==> src/design/timer_ch4_consts.svh <==
`ifndef TIMER_CH4_CONSTS_SVH
`define TIMER_CH4_CONSTS_SVH

// Byte addresses of the channel registers on the 16-bit address space.
`define CH4_CTRL_ADDR 16'hfe90
`define CH4_AUX_ADDR 16'hfe94
`define CH4_COUNT_ADDR 16'hfe98
`define CH4_CTRL_RESET 8'h00
`define CH4_AUX_RESET 2'h0
`define CH4_COUNT_RESET 16'h0000
// Field positions in the aux register.
`define AUX_LOCKSTEP_BIT 0
`define AUX_PHASE_BIT 1
// Divider taps: level period of 4, 16, 64 and 1024 system cycles.
`define DIV_TAP4 1
`define DIV_TAP16 3
`define DIV_TAP64 5
`define DIV_TAP1024 9
`define DIV_WIDTH 10
`define RESP_OKAY 2'h0
`define RESP_SLVERR 2'h2

`endif

==> src/design/timer_ch4_pkg.sv <==
package timer_ch4_pkg;

    typedef enum logic [1:0] {
        CLR_NONE = 2'b00,
        CLR_BY_A = 2'b01,
        CLR_BY_B = 2'b10,
        CLR_SYNC = 2'b11
    } clear_sel_t;

    typedef enum logic [2:0] {
        PS_DIV1 = 3'b000,
        PS_DIV4 = 3'b001,
        PS_DIV16 = 3'b010,
        PS_DIV64 = 3'b011,
        PS_EXTA = 3'b100,
        PS_EXTC = 3'b101,
        PS_DIV1024 = 3'b110,
        PS_NEIGHBOUR = 3'b111
    } presc_sel_t;

    typedef struct packed {
        logic reserved;
        clear_sel_t counterClearSelect;
        logic [1:0] clockEdgeSelect;
        presc_sel_t prescalerSelect;
    } ctrl_t;

    typedef struct packed {
        logic generalRegAEvent;
        logic generalRegBEvent;
        logic syncClearIn;
        logic neighbourOverflow;
        logic phaseStep;
    } chan_evt_t;

endpackage : timer_ch4_pkg

==> src/design/timer_ch4_ctrl.sv <==
// The AXI4-Lite register port is this design's own decision.
`timescale 1ns/10ps
`include "timer_ch4_consts.svh"

// How it works
// - Edge select 00 counts on rising edges of the selected count clock.
// - Edge select 01 counts on falling edges of the selected count clock.
// - In phase counting mode the edge selection is ignored.
// - Clear select 00 never clears; 01 clears on register A event.
// - Clear select 10 clears on register B match or capture.
// - Clear select 11 clears along with another synchronised channel.
// - Synchronous clearing acts only while the lockstep bit is one.
module timer_ch4_ctrl (
    input wire logic clk_sys,
    input wire logic rstn,
    input wire logic [15:0] s_axi_awaddr,
    input wire logic s_axi_awvalid,
    output logic s_axi_awready,
    input wire logic [31:0] s_axi_wdata,
    input wire logic [3:0] s_axi_wstrb,
    input wire logic s_axi_wvalid,
    output logic s_axi_wready,
    output logic [1:0] s_axi_bresp,
    output logic s_axi_bvalid,
    input wire logic s_axi_bready,
    input wire logic [15:0] s_axi_araddr,
    input wire logic s_axi_arvalid,
    output logic s_axi_arready,
    output logic [31:0] s_axi_rdata,
    output logic [1:0] s_axi_rresp,
    output logic s_axi_rvalid,
    input wire logic s_axi_rready,
    input wire logic ext_clock_input_a,
    input wire logic ext_clock_input_c,
    input wire timer_ch4_pkg::chan_evt_t chanEvt,
    output logic [15:0] channel_up_counter,
    output logic clearOut
);
    import timer_ch4_pkg::*;

    function automatic logic mapped(input logic [15:0] a);
        mapped = (a == `CH4_CTRL_ADDR) || (a == `CH4_AUX_ADDR) ||
                 (a == `CH4_COUNT_ADDR);
    endfunction : mapped

    ctrl_t channel4_timer_control;
    ctrl_t next_ctrl;
    logic [1:0] auxReg;
    logic [1:0] next_auxReg;
    logic awHeld, next_awHeld, wHeld, next_wHeld;
    logic [15:0] awAddr, next_awAddr;
    logic [31:0] wData, next_wData;
    logic [3:0] wStrb, next_wStrb;
    logic next_bvalid, next_arready, next_rvalid, next_awready, next_wready;
    logic [1:0] next_bresp, next_rresp;
    logic [31:0] next_rdata;
    logic doWrite;
    logic countWrite;
    logic [15:0] countWdata;

    always_comb begin
        next_awHeld = awHeld;
        next_awAddr = awAddr;
        next_wHeld = wHeld;
        next_wData = wData;
        next_wStrb = wStrb;
        next_bvalid = s_axi_bvalid;
        next_bresp = s_axi_bresp;
        next_arready = s_axi_arready;
        next_rvalid = s_axi_rvalid;
        next_rdata = s_axi_rdata;
        next_rresp = s_axi_rresp;
        next_ctrl = channel4_timer_control;
        next_auxReg = auxReg;
        doWrite = awHeld && wHeld && !s_axi_bvalid;
        countWrite = 1'b0;
        countWdata = channel_up_counter;
        if (s_axi_awvalid && s_axi_awready) begin
            next_awHeld = 1'b1;
            next_awAddr = s_axi_awaddr;
        end
        if (s_axi_wvalid && s_axi_wready) begin
            next_wHeld = 1'b1;
            next_wData = s_axi_wdata;
            next_wStrb = s_axi_wstrb;
        end
        if (doWrite) begin
            next_awHeld = 1'b0;
            next_wHeld = 1'b0;
            next_bvalid = 1'b1;
            next_bresp = mapped(awAddr) ? `RESP_OKAY : `RESP_SLVERR;
            if (wStrb[0]) begin
                if (awAddr == `CH4_CTRL_ADDR) begin
                    // The top bit is reserved and always reads as zero.
                    next_ctrl = ctrl_t'({1'b0, wData[6:0]});
                end
                if (awAddr == `CH4_AUX_ADDR) begin
                    next_auxReg = wData[1:0];
                end
            end
            if (awAddr == `CH4_COUNT_ADDR && wStrb[1:0] != 2'b00) begin
                countWrite = 1'b1;
                countWdata[7:0] = wStrb[0] ? wData[7:0] : countWdata[7:0];
                countWdata[15:8] = wStrb[1] ? wData[15:8] : countWdata[15:8];
            end
        end
        if (s_axi_bvalid && s_axi_bready) begin
            next_bvalid = 1'b0;
        end
        next_awready = !next_awHeld && !next_bvalid;
        next_wready = !next_wHeld && !next_bvalid;
        if (s_axi_arvalid && s_axi_arready) begin
            next_arready = 1'b0;
            next_rvalid = 1'b1;
            next_rresp = mapped(s_axi_araddr) ? `RESP_OKAY : `RESP_SLVERR;
            case (s_axi_araddr)
                `CH4_CTRL_ADDR: next_rdata = {24'h000000,
                                              channel4_timer_control};
                `CH4_AUX_ADDR: next_rdata = {30'h00000000, auxReg};
                `CH4_COUNT_ADDR: next_rdata = {16'h0000, channel_up_counter};
                default: next_rdata = 32'h00000000;
            endcase
        end else if (s_axi_rvalid && s_axi_rready) begin
            next_rvalid = 1'b0;
            next_arready = 1'b1;
        end
    end

    always_ff @(posedge clk_sys) begin
        if (!rstn) begin
            awHeld <= 1'b0;
            awAddr <= 16'h0000;
            wHeld <= 1'b0;
            wData <= 32'h00000000;
            wStrb <= 4'h0;
            s_axi_awready <= 1'b1;
            s_axi_wready <= 1'b1;
            s_axi_bvalid <= 1'b0;
            s_axi_bresp <= `RESP_OKAY;
            s_axi_arready <= 1'b1;
            s_axi_rvalid <= 1'b0;
            s_axi_rdata <= 32'h00000000;
            s_axi_rresp <= `RESP_OKAY;
            channel4_timer_control <= ctrl_t'(`CH4_CTRL_RESET);
            auxReg <= `CH4_AUX_RESET;
        end else begin
            awHeld <= next_awHeld;
            awAddr <= next_awAddr;
            wHeld <= next_wHeld;
            wData <= next_wData;
            wStrb <= next_wStrb;
            s_axi_awready <= next_awready;
            s_axi_wready <= next_wready;
            s_axi_bvalid <= next_bvalid;
            s_axi_bresp <= next_bresp;
            s_axi_arready <= next_arready;
            s_axi_rvalid <= next_rvalid;
            s_axi_rdata <= next_rdata;
            s_axi_rresp <= next_rresp;
            channel4_timer_control <= next_ctrl;
            auxReg <= next_auxReg;
        end
    end

    logic [`DIV_WIDTH-1:0] divCnt;
    logic prevLvl, srcLvl, edgeSel, srcRise, srcFall, tick, clearHit;
    logic lockstep, phaseMode;
    logic [`DIV_WIDTH-1:0] next_divCnt;
    logic [15:0] next_counter;
    logic next_clearOut;

    assign lockstep = auxReg[`AUX_LOCKSTEP_BIT];
    assign phaseMode = auxReg[`AUX_PHASE_BIT];

    always_comb begin
        next_divCnt = divCnt + `DIV_WIDTH'(1);
        edgeSel = 1'b1;
        case (channel4_timer_control.prescalerSelect)
            PS_DIV4: srcLvl = divCnt[`DIV_TAP4];
            PS_DIV16: srcLvl = divCnt[`DIV_TAP16];
            PS_DIV64: srcLvl = divCnt[`DIV_TAP64];
            PS_EXTA: srcLvl = ext_clock_input_a;
            PS_EXTC: srcLvl = ext_clock_input_c;
            PS_DIV1024: srcLvl = divCnt[`DIV_TAP1024];
            default: begin
                // Full rate and neighbour overflow are pulse sources.
                srcLvl = 1'b0;
                edgeSel = 1'b0;
            end
        endcase
        srcRise = srcLvl && !prevLvl;
        srcFall = !srcLvl && prevLvl;
        if (phaseMode) begin
            tick = chanEvt.phaseStep;
        end else if (!edgeSel) begin
            tick = (channel4_timer_control.prescalerSelect == PS_DIV1) ||
                   chanEvt.neighbourOverflow;
        end else if (channel4_timer_control.clockEdgeSelect[1]) begin
            tick = srcRise || srcFall;
        end else if (channel4_timer_control.clockEdgeSelect[0]) begin
            tick = srcFall;
        end else begin
            tick = srcRise;
        end
        case (channel4_timer_control.counterClearSelect)
            CLR_BY_A: clearHit = chanEvt.generalRegAEvent;
            CLR_BY_B: clearHit = chanEvt.generalRegBEvent;
            CLR_SYNC: clearHit = chanEvt.syncClearIn && lockstep;
            default: clearHit = 1'b0;
        endcase
        next_clearOut = clearHit && lockstep &&
            (channel4_timer_control.counterClearSelect != CLR_SYNC);
        // A software write wins, then a clear, then a count.
        if (countWrite) begin
            next_counter = countWdata;
        end else if (clearHit) begin
            next_counter = 16'h0000;
        end else if (tick) begin
            next_counter = channel_up_counter + 16'h0001;
        end else begin
            next_counter = channel_up_counter;
        end
    end

    always_ff @(posedge clk_sys) begin
        if (!rstn) begin
            divCnt <= '0;
            prevLvl <= 1'b0;
            channel_up_counter <= `CH4_COUNT_RESET;
            clearOut <= 1'b0;
        end else begin
            divCnt <= next_divCnt;
            prevLvl <= srcLvl;
            channel_up_counter <= next_counter;
            clearOut <= next_clearOut;
        end
    end
endmodule : timer_ch4_ctrl

==> config.mk <==
export PLATFORM = sky130hd
export DESIGN_NAME = timer_ch4_ctrl
export DESIGN_NICKNAME = d
export VERILOG_FILES = /design/src/design/timer_ch4_pkg.sv /design/src/design/timer_ch4_ctrl.sv
export VERILOG_INCLUDE_DIRS = /design/src /design/src/design
export SDC_FILE = /design/constraint.sdc
export NUM_CORES = 1
export LEC_CHECK = 0
export BUFFER_PORTS_ARGS = -buffer_cell sky130_fd_sc_hd__buf_2
export CAP_MARGIN = 40
export CORE_UTILIZATION = 52
export CTS_BUF_LIST = sky130_fd_sc_hd__clkbuf_8 sky130_fd_sc_hd__clkbuf_16
export DETAILED_ROUTE_END_ITERATION = 12
export GPL_TIMING_DRIVEN = 0
export PLACE_DENSITY = 0.81
export SLEW_MARGIN = 5
export SYNTH_ARGS = -nofsm -noshare
export SYNTH_HDL_FRONTEND = slang
export SYNTH_SLANG_ARGS = --single-unit
export TNS_END_PERCENT = 1
==> constraint.sdc <==
create_clock -name clk_sys -period 3.5 [get_ports clk_sys]
set_input_delay 0.35 -clock clk_sys [delete_from_list [all_inputs] [get_ports clk_sys]]
set_output_delay 0.35 -clock clk_sys [all_outputs]
set_load 0.005 [all_outputs]
==> results.tsv <==
metric	value	unit
CP startpoint	channel4_timer_control[1]$_SDFFE_PN0P_	
Worst VDD drop	262	µV
crit path kind	flip-flop to flip-flop	
PortBufs	102	
Ports	140	
core area	8380	µm²
drt initial violations	299	
largest net degree at the start of global routing	17	
post-cts hold buffer count	0	
Max Slew Vio Count	0	
CTS sink cnt	96	
maxcap violations	0	
required time of the critical path	3750	ps
worst-margin pin slew	816	ps
post-synthesis cell count	552	
Hold Path Class	primary input to flip-flop	
Syn Std Cell Area	4600	µm²
RR Startpoint	channel4_timer_control[1]$_SDFFE_PN0P_	
met3 usage	0.0458	
Setup violations, final	0	
yosys synthesis warning count	0	
nets	768	
Placer Congestion	0.887	
H-tree depth	3	
Max Fclk	330	MHz
Netlist cell types	57	
drt wl/cell	15.5	µm
Global Route met2 Usage	0.451	
Max clock buf depth	2	
Avg Inst Size Synth	8.34	µm²
Vias per Instance	5.63	
post-CTS resize count	0	
Post-synth EDFFs	0	
FILL cells	736	
status	finished clean	
HP Start	s_axi_wdata[2]	
Inst Count DP	776	
Top FF cell, synth	dfxtp_1	
commonest non-fill, non-tap cell in the layout	buf_2	
Setup TNS	0	ps
hold_ws	211	ps
Power Density	402	nW/µm²
Worst Hold End	wData[2]$_SDFFE_PN0P_	
vias in the first global route	4063	
most frequent cells in the layout	buf_2, nand2_1, dfxtp_1	
vias	4460	
Post-synth ARST share	0	
Rel. slew slack	0.442	
Clock transition at path regs	100	ps
CP startpoint kind	flip-flop	
Top Usage Layer GRT	met2	
TritonCTS clock tree	done	
total track usage	0.277	
Die Span Y	96.1	µm
DRT Wirelength	12200	µm
Layout Cells excl Fill	792	
Crit. End Element	flip-flop	
Clock Skews	9.40	ps
row count	33	
DRC	0	
DP HPWL	9200	µm
CTS buffer count	9	
Crit Path Max Fanout	10	
area grow syn2layout	20.1	%
final hold violation count	0	
Reg2Reg Setup Slack	470	ps
P_leak	2.31	nW
total grt overflow	0	
share of cells above drive strength 1	0.239	
Die X	96.1	µm
clk_lat worst skew	370	ps
Initial Utilization	0.549	
r2r endpoint	channel_up_counter[6]$_SDFFE_PN0P_	
R2R depth	12	
initial antenna violation count	0	
postcts setup bufs	0	
FF+latch count, synth	96	
met1 usage	0.357	
Die Footprint	9230	µm²
register area share after synthesis	0.418	
clock period minus final worst setup slack	3030	ps
Ant. Diodes	0	
RSZ-0062 raised after global routing	no	
fin crit share	0.865	
first-pass GRT wire length	19500	µm
hold depth	3	
CTS root buf	clkbuf_8	
antenna-violating nets left	0	
DRT Pass-1 Iters	5	
Data arrival, critical path	3280	ps
[final cells by class]
| class | count | area (µm²) | share of cell area |
|---|---|---|---|
| buffer | 51 | 274 | 0.0496 |
| clock buffer | 9 | 124 | 0.0224 |
| clock inverter | 7 | 95.1 | 0.0172 |
| inverter | 10 | 37.5 | 0.00679 |
| multi-input combinational | 412 | 2430 | 0.440 |
| sequential | 96 | 1920 | 0.348 |
| tap | 105 | 131 | 0.0238 |
| timing repair buffer | 102 | 510 | 0.0924 |
[power breakdown]
group / internal, mW / total (mW) / switching (mW)
combinational: 0.106 / 0.241 / 0.134
sequential: 1.14 / 1.18 / 0.0399
clock: 0.404 / 0.799 / 0.396
[sequential cells by signal (all words and copies together), names as in the netlist, 2 cells and up]
name                    cells
divCnt                     10
wData                      16
channel_up_counter         16
channel4_timer_control      7
auxReg                      2
s_axi_rdata                16
awAddr                     16
wStrb                       2
[worst max-delay path, stage by stage (launching register included)]
cell and delay [ps]:
dfxtp_1 320, buf_2 220, mux2i_1 200, o21ai_0 80
a21oi_1 260, inv_1 80, ha_1 180, mux2_2 250
o21ai_1 400, a21o_1 210, buf_2 250, o31ai_1 120
a221oi_1 340
[worst max-delay path by stage]
stage	slack, ps	to	cells after the start
2_1_floorplan	1010	channel_up_counter[11]$_SDFFE_PN0P_	12
3_3_place_gp	650	channel_up_counter[11]$_SDFFE_PN0P_	12
3_5_place_dp	570	channel_up_counter[11]$_SDFFE_PN0P_	12
4_1_cts	540	channel_up_counter[11]$_SDFFE_PN0P_	12
5_1_grt	230	channel_up_counter[6]$_SDFFE_PN0P_	12
6_report	470	channel_up_counter[6]$_SDFFE_PN0P_	12
[per-stage QoR]
stage | area [µm²] | power, mW | utilization | worst slack, ps
finish | 5530 | 2.22 | 0.659 | 473
global route | 5530 | 2.32 | 0.659 | 225
CTS | 5530 | 2.23 | 0.659 | 537
detailed placement | 5310 | 1.44 | 0.633 | 567
global placement | 5310 | 1.44 | 0.633 | 651
floorplan | 4670 | 1.35 | - | 1010
[cells by family after synthesis]
family	share of synthesized area
compound gates	0.175
xor+xnor	0.0305
simple gates	0.255
buf+inv	0.0677
flops	0.418
mux	0.0421
other cells	0.000815
fa+ha+maj	0.0109
[routing by layer]
layer  part of all wire  routed length (µm)  vias up
met2               0.47                5750      170
met3              0.064                 782       31
met5                  0                   0        -
met1               0.44                5390     2061
met4              0.026                 323        0
li1                   -                   -     2198
[synth_stat cells (all sizes together), types with 7 or more instances]
library cell / number / area, µm²
o21ai: 17 / 85.1
inv: 10 / 37.5
a221oi: 9 / 78.8
buf: 33 / 206
and2: 7 / 43.8
nor2: 41 / 154
dfxtp: 96 / 1920
clkbuf: 18 / 67.6
mux2i: 16 / 160
nand2: 97 / 364
xnor2: 8 / 70.1
nand3: 25 / 125
xor2: 8 / 70.1
and3: 7 / 43.8
nand4: 10 / 77.6
a21oi: 57 / 289
Power figures use the tool's default switching activity.
